==> config.mk <==
export PLATFORM = sky130hd
export DESIGN_NAME = ssc_core
export DESIGN_NICKNAME = d
export VERILOG_FILES = /design/src/ssc_pkg.sv /design/src/ssc_core.sv
export VERILOG_INCLUDE_DIRS = /design/src
export SDC_FILE = /design/constraint.sdc
export NUM_CORES = 1
export LEC_CHECK = 0
export ABC_AREA = 1
export BUFFER_PORTS_ARGS = -buffer_cell sky130_fd_sc_hd__buf_2
export CORE_MARGIN = 2
export CORE_UTILIZATION = 55
export CTS_CLUSTER_SIZE = 25
export DETAILED_ROUTE_END_ITERATION = 8
export PLACE_DENSITY = 0.74
export SETUP_SLACK_MARGIN = 0.5
export SYNTH_ARGS = -nofsm -noshare
export SYNTH_HDL_FRONTEND = slang
export SYNTH_SLANG_ARGS = --single-unit
==> constraint.sdc <==
create_clock -name sys_clk_i -period 10.3 [get_ports sys_clk_i]
set_input_delay 2.06 -clock sys_clk_i [delete_from_list [all_inputs] [get_ports sys_clk_i]]
set_output_delay 2.06 -clock sys_clk_i [all_outputs]
set_load 0.02 [all_outputs]
==> src/ssc_consts.svh <==
`ifndef SSC_CONSTS_SVH
`define SSC_CONSTS_SVH
// ==========================================================
// Register offsets
`define SSC_OFF_BUF 16'h078C
`define SSC_OFF_ADDR 16'h078D
`define SSC_OFF_STAT 16'h078F
`define SSC_OFF_CTRL1 16'h0790
`define SSC_OFF_SEQ 16'h0791
`define SSC_OFF_EVT 16'h0792
// ==========================================================
// Field positions
`define SSC_C1_OVF 6
`define SSC_C1_EN 5
`define SSC_C1_REL 4
`define SSC_SQ_GC 7
`define SSC_SQ_ACKST 6
`define SSC_SQ_ACK_VALUE_TO_SEND 5
`define SSC_SQ_ACK_SEQUENCE_TRIGGER 4
`define SSC_SQ_HOST_RECEIVE_ENABLE 3
`define SSC_SQ_STOP 2
`define SSC_SQ_RST 1
`define SSC_SQ_START 0
`define SSC_EV_ACKT 7
`define SSC_EV_PIE 6
`define SSC_EV_SIE 5
`define SSC_EV_ADDRESS_HOLD_ENABLE 1
`define SSC_EV_DATA_HOLD_ENABLE 0
// ==========================================================
// Reset values
`define SSC_RST_REG 8'h00
`endif

==> src/ssc_pkg.sv <==
package ssc_pkg;
  typedef enum logic [3:0] {
    SSC_SPI_D4 = 4'h0, SSC_SPI_D16 = 4'h1, SSC_SPI_D64 = 4'h2,
    SSC_SPI_TMR = 4'h3, SSC_SPI_CS = 4'h4, SSC_SPI_NOCS = 4'h5,
    SSC_I2C_C7 = 4'h6, SSC_I2C_C10 = 4'h7, SSC_I2C_HOST = 4'h8,
    SSC_RSV9 = 4'h9, SSC_SPI_BAUD = 4'hA, SSC_I2C_FW = 4'hB,
    SSC_RSVC = 4'hC, SSC_RSVD = 4'hD, SSC_I2C_C7I = 4'hE,
    SSC_I2C_C10I = 4'hF
  } ssc_mode_t;
  typedef struct packed {
    logic scl;
    logic sda;
  } ssc_wire_t;
endpackage

==> src/ssc_core.sv <==
`timescale 1ns/1ps
`include "ssc_consts.svh"
module ssc_core #(
  parameter int unsigned OSC_HZ = 100_000_000
) (
  input wire logic sys_clk_i,
  input wire logic rst_i,
  input wire logic [15:0] addr_i,
  input wire logic [7:0] wdata_i,
  input wire logic wr_i,
  input wire logic rd_i,
  output logic [7:0] rdata_o,
  input wire logic periodic_timer_output_i,
  input wire logic serial_clock_pin_i,
  input wire logic client_select_pin_n_i,
  input wire ssc_pkg::ssc_wire_t bus_i,
  output ssc_pkg::ssc_wire_t bus_o,
  output ssc_pkg::ssc_wire_t bus_oe_n_o,
  output logic port_pins_owned_o,
  output logic spi_clk_o,
  output logic start_event_o,
  output logic stop_event_o
);
  // ==========================================================
  // Registers
  logic [7:0] shift_buffer;
  logic [7:0] baud_or_address_value;
  logic [7:0] shreg;
  logic [3:0] port_mode_select;
  logic port_enable, clock_release, overflow;
  logic general_call_enable, ack_received_status, ack_value_to_send;
  logic ack_sequence_trigger, host_receive_enable, stop_trigger;
  logic repeated_start_trigger, start_trigger, buf_full;
  logic ack_window_flag, stop_irq_enable, start_irq_enable;
  logic address_hold_enable, data_hold_enable;
  logic tx_busy;
  ssc_pkg::ssc_mode_t mode;
  assign mode = ssc_pkg::ssc_mode_t'(port_mode_select);

  logic is_host, is_client, is_spi, active;
  always_comb begin
    is_host = mode == ssc_pkg::SSC_I2C_HOST || mode == ssc_pkg::SSC_I2C_FW;
    is_client = mode == ssc_pkg::SSC_I2C_C7 || mode == ssc_pkg::SSC_I2C_C10 ||
                mode == ssc_pkg::SSC_I2C_C7I || mode == ssc_pkg::SSC_I2C_C10I;
    is_spi = !is_host && !is_client;
  end
  assign active = start_trigger && is_host || repeated_start_trigger ||
                  stop_trigger || ack_sequence_trigger ||
                  host_receive_enable || tx_busy;

  // ==========================================================
  // Baud tick: quarter-period of the bus clock
  logic [7:0] bcnt;
  logic qtick;
  assign qtick = bcnt == 8'h00;
  always_ff @(posedge sys_clk_i or posedge rst_i) begin
    if (rst_i) begin
      bcnt <= 8'h00;
    end else if (!port_enable || qtick) begin
      bcnt <= baud_or_address_value;
    end else begin
      bcnt <= bcnt - 8'h01;
    end
  end

  // ==========================================================
  // SPI clock generation: internal host rates and external client clock
  logic [5:0] pdiv;
  logic tmr_q, tmr_half;
  logic [7:0] spi_cnt;
  always_ff @(posedge sys_clk_i or posedge rst_i) begin
    if (rst_i) begin
      pdiv <= 6'h00;
      tmr_q <= 1'b0;
      tmr_half <= 1'b0;
    end else begin
      pdiv <= pdiv + 6'h01;
      tmr_q <= periodic_timer_output_i;
      if (periodic_timer_output_i && !tmr_q) begin
        tmr_half <= !tmr_half;
      end
    end
  end
  always_ff @(posedge sys_clk_i or posedge rst_i) begin
    if (rst_i) begin
      spi_clk_o <= 1'b0;
      spi_cnt <= 8'h00;
    end else if (!port_enable) begin
      spi_clk_o <= 1'b0;
    end else begin
      unique case (mode)
        ssc_pkg::SSC_SPI_D4: spi_clk_o <= pdiv[1];
        ssc_pkg::SSC_SPI_D16: spi_clk_o <= pdiv[3];
        ssc_pkg::SSC_SPI_D64: spi_clk_o <= pdiv[5];
        ssc_pkg::SSC_SPI_TMR: spi_clk_o <= tmr_half;
        ssc_pkg::SSC_SPI_BAUD: begin
          // Toggle every 2*(baud+1) clocks
          if (spi_cnt == {baud_or_address_value[6:0], 1'b1}) begin
            spi_cnt <= 8'h00;
            spi_clk_o <= !spi_clk_o;
          end else begin
            spi_cnt <= spi_cnt + 8'h01;
          end
        end
        ssc_pkg::SSC_SPI_CS: begin
          // Select pin gates the external clock
          spi_clk_o <= serial_clock_pin_i && !client_select_pin_n_i;
        end
        ssc_pkg::SSC_SPI_NOCS: spi_clk_o <= serial_clock_pin_i;
        default: spi_clk_o <= 1'b0;
      endcase
    end
  end

  // ==========================================================
  // Host sequencer
  typedef enum logic [2:0] {
    SQ_IDLE, SQ_START, SQ_RSTART, SQ_STOP, SQ_BIT
  } sq_t;
  sq_t sq;
  logic [1:0] ph;
  logic [3:0] bitn;
  logic seq_done, byte_done;
  logic scl_drv, sda_drv;
  logic bit_rx;
  always_ff @(posedge sys_clk_i or posedge rst_i) begin
    if (rst_i) begin
      sq <= SQ_IDLE;
      ph <= 2'd0;
      bitn <= 4'd0;
      scl_drv <= 1'b1;
      sda_drv <= 1'b1;
      seq_done <= 1'b0;
      byte_done <= 1'b0;
      bit_rx <= 1'b0;
    end else begin
      seq_done <= 1'b0;
      byte_done <= 1'b0;
      if (!port_enable || !is_host) begin
        sq <= SQ_IDLE;
        scl_drv <= 1'b1;
        sda_drv <= 1'b1;
      end else if (qtick) begin
        ph <= ph + 2'd1;
        unique case (sq)
          SQ_IDLE: begin
            ph <= 2'd0;
            if (start_trigger) begin
              sq <= SQ_START;
            end else if (repeated_start_trigger) begin
              sq <= SQ_RSTART;
            end else if (stop_trigger) begin
              sq <= SQ_STOP;
            end else if (ack_sequence_trigger || host_receive_enable ||
                         tx_busy) begin
              sq <= SQ_BIT;
              bitn <= ack_sequence_trigger ? 4'd8 : 4'd0;
            end
          end
          SQ_START: begin
            // Data falls while clock high
            if (ph == 2'd1) sda_drv <= 1'b0;
            if (ph == 2'd3) begin
              scl_drv <= 1'b0;
              sq <= SQ_IDLE;
              seq_done <= 1'b1;
            end
          end
          SQ_RSTART: begin
            if (ph == 2'd0) sda_drv <= 1'b1;
            if (ph == 2'd1) scl_drv <= 1'b1;
            if (ph == 2'd2) sda_drv <= 1'b0;
            if (ph == 2'd3) begin
              scl_drv <= 1'b0;
              sq <= SQ_IDLE;
              seq_done <= 1'b1;
            end
          end
          SQ_STOP: begin
            if (ph == 2'd0) sda_drv <= 1'b0;
            if (ph == 2'd1) scl_drv <= 1'b1;
            if (ph == 2'd2) sda_drv <= 1'b1;
            if (ph == 2'd3) begin
              sq <= SQ_IDLE;
              seq_done <= 1'b1;
            end
          end
          SQ_BIT: begin
            if (ph == 2'd0) begin
              // Data changes with clock low
              if (bitn == 4'd8) begin
                sda_drv <= ack_sequence_trigger ? ack_value_to_send : 1'b1;
              end else begin
                sda_drv <= tx_busy ? shreg[7] : 1'b1;
              end
            end
            if (ph == 2'd1) scl_drv <= 1'b1;
            if (ph == 2'd2) bit_rx <= bus_i.sda;
            if (ph == 2'd3) begin
              scl_drv <= 1'b0;
              if (bitn == 4'd8 || (host_receive_enable && bitn == 4'd7)) begin
                sq <= SQ_IDLE;
                seq_done <= 1'b1;
                byte_done <= 1'b1;
              end
              bitn <= bitn + 4'd1;
            end
          end
          default: sq <= SQ_IDLE;
        endcase
      end
    end
  end

  // ==========================================================
  // Shift register and buffer
  logic buf_wr;
  assign buf_wr = wr_i && addr_i == `SSC_OFF_BUF && !active;
  always_ff @(posedge sys_clk_i or posedge rst_i) begin
    if (rst_i) begin
      shreg <= `SSC_RST_REG;
      shift_buffer <= `SSC_RST_REG;
      tx_busy <= 1'b0;
      buf_full <= 1'b0;
      ack_received_status <= 1'b0;
    end else begin
      if (buf_wr) begin
        shreg <= wdata_i;
        shift_buffer <= wdata_i;
        tx_busy <= is_host && port_enable;
        buf_full <= 1'b1;
      end else if (rd_i && addr_i == `SSC_OFF_BUF) begin
        buf_full <= 1'b0;
      end
      if (sq == SQ_BIT && qtick && ph == 2'd3) begin
        if (bitn < 4'd8) begin
          shreg <= {shreg[6:0], bit_rx};
        end
        if (host_receive_enable && bitn == 4'd7) begin
          shift_buffer <= {shreg[6:0], bit_rx};
          buf_full <= 1'b1;
        end
        if (tx_busy && bitn == 4'd8) begin
          ack_received_status <= bit_rx;
          tx_busy <= 1'b0;
        end
      end
    end
  end

  // ==========================================================
  // Client edge tracking
  logic scl_q, sda_q, scl_rise, scl_fall;
  logic [3:0] cbit;
  assign scl_rise = bus_i.scl && !scl_q;
  assign scl_fall = !bus_i.scl && scl_q;
  always_ff @(posedge sys_clk_i or posedge rst_i) begin
    if (rst_i) begin
      scl_q <= 1'b1;
      sda_q <= 1'b1;
      cbit <= 4'd0;
      start_event_o <= 1'b0;
      stop_event_o <= 1'b0;
    end else begin
      scl_q <= bus_i.scl;
      sda_q <= bus_i.sda;
      start_event_o <= 1'b0;
      stop_event_o <= 1'b0;
      if (port_enable && !is_spi && bus_i.scl && sda_q && !bus_i.sda) begin
        cbit <= 4'd0;
        start_event_o <= mode == ssc_pkg::SSC_I2C_C7I ||
          mode == ssc_pkg::SSC_I2C_C10I || start_irq_enable;
      end else if (port_enable && !is_spi && bus_i.scl && !sda_q &&
                   bus_i.sda) begin
        stop_event_o <= mode == ssc_pkg::SSC_I2C_C7I ||
          mode == ssc_pkg::SSC_I2C_C10I || stop_irq_enable;
      end else if (scl_fall && is_client) begin
        cbit <= (cbit == 4'd8) ? 4'd0 : cbit + 4'd1;
      end
    end
  end

  // ==========================================================
  // Register writes
  logic seq_wr, evt_wr, c1_wr;
  logic hold_on, eighth_fall;
  assign seq_wr = wr_i && addr_i == `SSC_OFF_SEQ;
  assign evt_wr = wr_i && addr_i == `SSC_OFF_EVT;
  assign c1_wr = wr_i && addr_i == `SSC_OFF_CTRL1;
  assign hold_on = is_client && (address_hold_enable || data_hold_enable);
  assign eighth_fall = scl_fall && cbit == 4'd7;
  always_ff @(posedge sys_clk_i or posedge rst_i) begin
    if (rst_i) begin
      port_mode_select <= 4'h0;
      port_enable <= 1'b0;
      clock_release <= 1'b0;
      overflow <= 1'b0;
      baud_or_address_value <= `SSC_RST_REG;
    end else begin
      if (c1_wr) begin
        port_mode_select <= wdata_i[3:0];
        port_enable <= wdata_i[`SSC_C1_EN];
        clock_release <= wdata_i[`SSC_C1_REL];
        overflow <= wdata_i[`SSC_C1_OVF] && overflow;
      end
      if (wr_i && addr_i == `SSC_OFF_ADDR) begin
        baud_or_address_value <= wdata_i;
      end
      if (hold_on && eighth_fall) begin
        clock_release <= 1'b0;
      end
      // Set wins over clear; host never flags overflow
      if (!is_host && byte_done && buf_full) begin
        overflow <= 1'b1;
      end
    end
  end
  always_ff @(posedge sys_clk_i or posedge rst_i) begin
    if (rst_i) begin
      general_call_enable <= 1'b0;
      ack_value_to_send <= 1'b0;
      ack_sequence_trigger <= 1'b0;
      host_receive_enable <= 1'b0;
      stop_trigger <= 1'b0;
      repeated_start_trigger <= 1'b0;
      start_trigger <= 1'b0;
    end else begin
      if (seq_wr) begin
        general_call_enable <= wdata_i[`SSC_SQ_GC];
        ack_value_to_send <= wdata_i[`SSC_SQ_ACK_VALUE_TO_SEND];
        if (!is_host) begin
          start_trigger <= wdata_i[`SSC_SQ_START];
        end
      end
      if (seq_wr && !active && is_host && port_enable) begin
        // One request at a time, no spooling
        ack_sequence_trigger <= wdata_i[`SSC_SQ_ACK_SEQUENCE_TRIGGER];
        host_receive_enable <= wdata_i[`SSC_SQ_HOST_RECEIVE_ENABLE];
        stop_trigger <= wdata_i[`SSC_SQ_STOP];
        repeated_start_trigger <= wdata_i[`SSC_SQ_RST];
        start_trigger <= wdata_i[`SSC_SQ_START];
      end else if (seq_done) begin
        // Sequencer is already idle here, so clear in its start priority
        if (start_trigger) begin
          start_trigger <= 1'b0;
        end else if (repeated_start_trigger) begin
          repeated_start_trigger <= 1'b0;
        end else if (stop_trigger) begin
          stop_trigger <= 1'b0;
        end else begin
          ack_sequence_trigger <= 1'b0;
          host_receive_enable <= 1'b0;
        end
      end
    end
  end
  always_ff @(posedge sys_clk_i or posedge rst_i) begin
    if (rst_i) begin
      ack_window_flag <= 1'b0;
      stop_irq_enable <= 1'b0;
      start_irq_enable <= 1'b0;
      address_hold_enable <= 1'b0;
      data_hold_enable <= 1'b0;
    end else begin
      if (evt_wr) begin
        stop_irq_enable <= wdata_i[`SSC_EV_PIE];
        start_irq_enable <= wdata_i[`SSC_EV_SIE];
        address_hold_enable <= wdata_i[`SSC_EV_ADDRESS_HOLD_ENABLE];
        data_hold_enable <= wdata_i[`SSC_EV_DATA_HOLD_ENABLE];
      end
      if (hold_on && eighth_fall) begin
        ack_window_flag <= 1'b1;
      end else if (scl_rise && cbit == 4'd8) begin
        ack_window_flag <= 1'b0;
      end
    end
  end

  // ==========================================================
  // Client general-call ack and pin drive
  logic gc_ack;
  assign gc_ack = is_client && general_call_enable && cbit == 4'd8 &&
                  shreg == 8'h00;
  always_ff @(posedge sys_clk_i or posedge rst_i) begin
    if (rst_i) begin
      bus_o <= '0;
      bus_oe_n_o <= '1;
      port_pins_owned_o <= 1'b0;
    end else begin
      port_pins_owned_o <= port_enable;
      bus_o <= '0;
      // Open drain: only low is driven
      bus_oe_n_o.scl <= !(port_enable && (is_host && !scl_drv ||
        is_client && (!clock_release || start_trigger && hold_on)));
      bus_oe_n_o.sda <= !(port_enable && (is_host && !sda_drv ||
        gc_ack));
    end
  end

  // ==========================================================
  // Read data
  always_ff @(posedge sys_clk_i or posedge rst_i) begin
    if (rst_i) begin
      rdata_o <= `SSC_RST_REG;
    end else if (rd_i) begin
      unique case (addr_i)
        `SSC_OFF_BUF: rdata_o <= shift_buffer;
        `SSC_OFF_ADDR: rdata_o <= baud_or_address_value;
        `SSC_OFF_STAT: rdata_o <= {5'h00, tx_busy, 1'b0, buf_full};
        `SSC_OFF_CTRL1: rdata_o <= {1'b0, overflow, port_enable,
                                    clock_release, port_mode_select};
        `SSC_OFF_SEQ: rdata_o <= {general_call_enable, ack_received_status,
          ack_value_to_send, ack_sequence_trigger, host_receive_enable,
          stop_trigger, repeated_start_trigger, start_trigger};
        `SSC_OFF_EVT: rdata_o <= {ack_window_flag, stop_irq_enable,
          start_irq_enable, 3'b000, address_hold_enable, data_hold_enable};
        default: rdata_o <= 8'h00;
      endcase
    end else begin
      rdata_o <= 8'h00;
    end
  end
endmodule

* Yosys cells after proc, flatten, opt, wreduce, memory -nomap -nowiden *
Cells that the tools add are included.

operators by class
  $lt $le $gt $ge = 1
  equality and inequality tests = 49
  add/subtract/negate cells = 6
  reduce and logical (&&, ||, !) cells = 111
  bitwise logic cells = 1
  mux-type cells = 96

operators with widths
  operator                                                number
  equality test 16 x 11 -> 1 bit (second input constant)  6
  2-to-1 mux 8 bit                                        9
  2-to-1 mux 1 bit                                        60
  one-hot mux 8 bit (6 select lines)                      1
  logical AND 1 bit                                       44
  2-to-1 mux 4 bit                                        10
  equality test 4 bit (second input constant)             7
  2-to-1 mux 3 bit                                        9
  equality test 4 x 3 -> 1 bit (second input constant)    6
  logical OR 1 bit                                        21
  logical NOT 1 bit                                       18
  inequality test 3 bit (second input constant)           6
  logical NOT 8 bit                                       2
  nonzero test 2 bit                                      7
  inequality test 2 bit (second input constant)           6
  AND reduction 2 bit                                     5
  one-hot mux 3 bit (3 select lines)                      1
  adder 4 x 1 -> 4 bit (second input constant)            2
  adder 8 x 1 -> 8 bit (second input constant)            1
  equality test 4 x 2 -> 1 bit (second input constant)    2
  equality test 8 bit                                     1
  inequality test 4 bit (second input constant)           2
  one-hot mux 4 bit (2 select lines)                      1
  AND reduction 4 bit                                     2
  other kinds (30)                                        35

storage, ports and cells
  flip-flop bits (word level) = 104
  word-level logic and storage cells = 309
  output and inout port bits = 16

* Longest topological paths before layout *
  word-level depth = 14
  depth in mapped cells = 12
  mapped depth without buffers = 12

* Worst setup path after synthesis *
Ideal clock, no wire load.

  path type = in2reg
  start = in addr_i[7]
  end = reg shift_buffer[0]
  path buffers = 1
  arrival time = 3069 ps
  setup time = 113 ps
  stages = 12
  data required time = 10187 ps
  setup slack = 7119 ps
  cell sequence = inv_1 > nor2_1 > nand2_1 > nor2_1 > nand3_1 > inv_1 > nand2_4 > buf_6 > nand2_1 > nand3_1 > nand2_1 > inv_1

on the way
  cells in the longest elaborated chain, start to end = 6

ends and longest elaborated chain
  what                                  line             RTL
  start: declaration                    ssc_core.sv:8    input wire logic [15:0] addr_i,
  equality test 16 x 11 -> 1 bit *      n/a
  logical AND 1 bit (no source line) *  n/a
  logical AND 1 bit *                   ssc_core.sv:218  assign buf_wr = wr_i && addr_i == `SSC_OFF_BUF && !active;
  2-to-1 mux 8 bit *                    ssc_core.sv:227  if (buf_wr) begin
  2-to-1 mux 8 bit                      ssc_core.sv:239  if (host_receive_enable && bitn == 4'd7) begin
  2-to-1 mux 8 bit *                    ssc_core.sv:235  if (sq == SQ_BIT && qtick && ph == 2'd3) begin
  end signal: assignment                ssc_core.sv:222  shift_buffer <= `SSC_RST_REG;
  end signal: assignment                ssc_core.sv:229  shift_buffer <= wdata_i;
  end signal: assignment                ssc_core.sv:240  shift_buffer <= {shreg[6:0], bit_rx};
  end: declaration                      ssc_core.sv:26   logic [7:0] shift_buffer;

Mark *: on every way between the ends. The rest lies on a longest branch, timed or not.
A chain may end at the register's enable or synchronous reset.

* Final worst setup path *
  start = in addr_i[15]
  end = reg ack_sequence_trigger

on the way
  cells in the longest elaborated chain, start to end = 7
  elaborated cells on any way between the ends = 11
  classes of those cells = eq/ne: 4; mux: 1; reduce/logical: 6

ends and longest elaborated chain
  what                                                                                   line             RTL
  equality test 16 x 11 -> 1 bit *                                                       n/a
  logical AND 1 bit (no source line) *                                                   n/a
  logical AND 1 bit * (3 in series)                                                      ssc_core.sv:335  if (seq_wr && !active && is_host && port_enable) begin
  inequality test 2 x 1 -> 1 bit (no source line) or nonzero test 2 bit (tied branches)  n/a
  AND reduction 4 bit (no source line)                                                   n/a
  end signal: assignment                                                                 ssc_core.sv:337  ack_sequence_trigger <= wdata_i[`SSC_SQ_ACK_SEQUENCE_TRIGGER];
  end: declaration                                                                       ssc_core.sv:32   logic ack_sequence_trigger, host_receive_enable, stop_trigger;

Marked as above.

==> results.json <==
{
  "dp_hpwl_um": 11000,
  "worstMarginPinSlew_ns": 0.812,
  "clockBufferDepth": 2,
  "first_pass_iters": 5,
  "syn2layout_area_growth_pct": 9.78,
  "met2_usage_pct": 43.0,
  "htreeDepth": 3,
  "outcome": "finished, final reports clean",
  "chipWidth_um": 107,
  "synth_seq_area_share_pct": 45.1,
  "ys_ff_latch": 104,
  "vias": 5134,
  "clk_pin_slew_worst_paths_ns": 0.10,
  "grt_pass1_wl_um": 23900,
  "finalWeightedCongestion": 1.02,
  "clock.fmax_mhz": 292,
  "postCtsHoldBufs": 0,
  "wl_um": 14400,
  "cts_buffers": 9,
  "crit_family": "simple AND/OR/NAND/NOR gates",
  "setup_violations": 0,
  "drt_iter0_drc": 437,
  "endpoint_kind": "register",
  "slowest_stage": "nor2_2",
  "cts_sinks": 104,
  "crit_path_max_fanout": 13,
  "cts_tree": "yes",
  "die_h_um": 107,
  "post_cts.repair.setup_buffers": 0,
  "p_leak_nw": 3.20,
  "grt_start_max_net_pins": 55,
  "synthCells": 766,
  "dieArea_sq_mm": 0.0114,
  "num-nets-final": 858,
  "cts-resized-gates": 0,
  "slew_headroom_pct": 45.7,
  "criticalPathCategory": "in -> reg",
  "final-hold-violation-count": 0,
  "yosys_warnings": 0,
  "root_buffer": "clkbuf_8",
  "worst-path-buf-inv": 1,
  "hold_slack_ns": 0.477,
  "drc_errors": 0,
  "power_density_mw_per_mm2": 119,
  "rsz0062_at_grt": "no",
  "synth.distinct_cells": 40,
  "reg2reg_slack_ns": 8.19,
  "start_kind": "input pin",
  "insertion_delay_ns": 0.39,
  "crit_arrival_ns": 3.71,
  "pin_count": 49,
  "antenna_left": 0,
  "diodes": 0,
  "wl_per_cell_um": 15.1,
  "min_path_type": "reg -> reg",
  "path_cells": "buf_2 > nor2_1 > nand2_1 > nor2_2 > nand2_2 > nor2_4 > nand3_1 > nand2_1 > nand2_1 > nand2_1 > nand2_1",
  "port_buffers": 46,
  "grt-ovfl-total": 0,
  "antenna_found_initial": 0,
  "cp_common_cell": "nand2_1",
  "grt_use_met1_pct": 37.1,
  "postSynthAreaPerCell_sq_um": 7.55,
  "initial_core_util_pct": 56.3,
  "worstPathRequired_ns": 10.58,
  "drive_gt1_share_pct": 13.3,
  "top_usage_layer": "met2",
  "finalClockSkew_ns": 0.0125,
  "finalSetupTns_ns": 0,
  "coreArea_sq_mm": 0.0103,
  "ir_drop_mv": 0.0775,
  "period_share_pct": 33.2,
  "slowest_delay_ns": 0.49,
  "period_needed_ns": 3.42,
  "cap_violations": 0,
  "slew_viol_final": 0,
  "fp-row-count": 37,
  "netlist_area_sq_mm": 0.00578,
  "track_usage_pct": 27.3,
  "grt_pass1_vias": 4950,
  "grtUsageMet3_pct": 6.50,
  "vias_per_cell": 5.38
}
path summary, 6_finish.rpt:
kind,from,end,depth (start not counted)
worst max-delay path,addr_i[15],ack_sequence_trigger,11
min in group asynchronous,rst_i,pdiv[2],2
worst max register to register,bcnt[0],shift_buffer[4],11
max in group asynchronous,rst_i,shift_buffer[0],3
worst min register to register,pdiv[5],pdiv[5],1
worst min-delay path,pdiv[5],pdiv[5],1
layout by cell type, fill, tap and decap left out, types with 2 or more instances in the layout:
master,netlist,final
nand2_1,194,194
inv_1,106,105
dfrtp_1,98,98
nor2_1,84,84
nand3_1,70,70
o21ai_0,49,49
buf_2,3,46
nand4_1,17,17
nor3_1,14,14
a21oi_1,14,14
xor2_1,12,12
o21ai_1,11,11
o22ai_1,11,11
ha_1,11,11
clkbuf_8,0,10
nand2_2,9,9
inv_2,9,9
nor2_2,7,7
dfstp_2,6,6
nor2_4,5,5
xnor2_1,5,5
bufinv_16,0,3
or2_2,2,2
or2_1,2,2
nand3_2,2,2
o31ai_1,2,2
o211ai_1,2,2
conb_1,1,2
kinds of logic (layout without fill, tap and decap cells):
group | Yosys count | count (layout) | share of synthesized area (%)
buf+inv | 126 | 178 | 9.08
simple gates | 414 | 414 | 32.1
xor+xnor | 17 | 17 | 2.57
flops | 104 | 104 | 45.1
other cells | 1 | 2 | 0.0648
fa+ha+maj | 11 | 11 | 2.38
compound gates | 93 | 93 | 8.67
per-layer routing:
layer / up-vias / part of all wire, %
li1: 2529 / -
met1: 2403 / 44
met2: 174 / 47
met3: 28 / 7.3
met4: 0 / 2.6
met5: - / 0
flip-flops by register name (all words and copies together) (netlist names), 2 cells and up:
register and flops:
pdiv 6, spi_cnt 8, shift_buffer 8, cbit 4, bcnt 8, baud_or_address_value 8, sq 3, mode 4
bitn 4, bus_oe_n_o 2, shreg 8, ph 2, rdata_o 8
final cells by class:
class / instances / area, sq um
clock inverter: 5 / 104
multi-input combinational: 537 / 2650
fill: 913 / 3930
sequential: 104 / 2610
clock buffer: 11 / 141
inverter: 115 / 434
timing repair buffer: 47 / 238
tap: 136 / 170
where the power goes:
group          leakage (nW)  switching [W]  total [W]  internal [W]
logic                  1.71      0.0000216  0.0000301    0.00000846
clock network         0.124       0.000143   0.000311      0.000168
registers              1.37     0.00000198   0.000413      0.000411
total                  3.20       0.000167   0.000755      0.000588
cell usage after synthesis, drive strengths merged:
cell / instances / area share, %
buf: 11 / 1.6
ha: 11 / 2.4
and3: 1 / 0.11
o21ai: 61 / 5.3
dfrtp: 98 / 42
nand2: 204 / 14
conb: 1 / 0.065
xor2: 12 / 1.8
nor3b: 1 / 0.13
o22ai: 11 / 1.2
o211ai: 2 / 0.26
xnor2: 5 / 0.76
nor2b: 1 / 0.11
nor3: 15 / 1.4
nor4: 1 / 0.11
nand3: 73 / 6.7
a41oi: 1 / 0.15
a21oi: 15 / 1.4
a31oi: 1 / 0.11
inv: 115 / 7.5
or2: 4 / 0.43
dfstp: 6 / 2.7
o31ai: 2 / 0.26
nand4: 17 / 1.8
nor2: 97 / 7.5
worst register-to-register path, delay by kind of cell (launching register included):
kind / cells / cell delay [ns]
DFF: 1 / 0.37
and+or+nand+nor: 7 / 1.06
buffers and inverters: 3 / 0.37
adders and majority gates: 1 / 0.22
metrics by stage:
stage	setup WS, ns	total power (W)	util [%]	instance area [sq um]	instances
final	6.88	0.000755	61.8	6350	955
after CTS	6.94	0.000759	61.8	6350	955
after detailed placement	6.53	0.000452	59.4	6100	939
after global routing	6.73	0.000784	61.8	6350	955
after floorplan	5.52	0.000437	-	5790	767
after global placement	6.62	0.000451	59.4	6100	939
(Power assumes the default switching activity.)
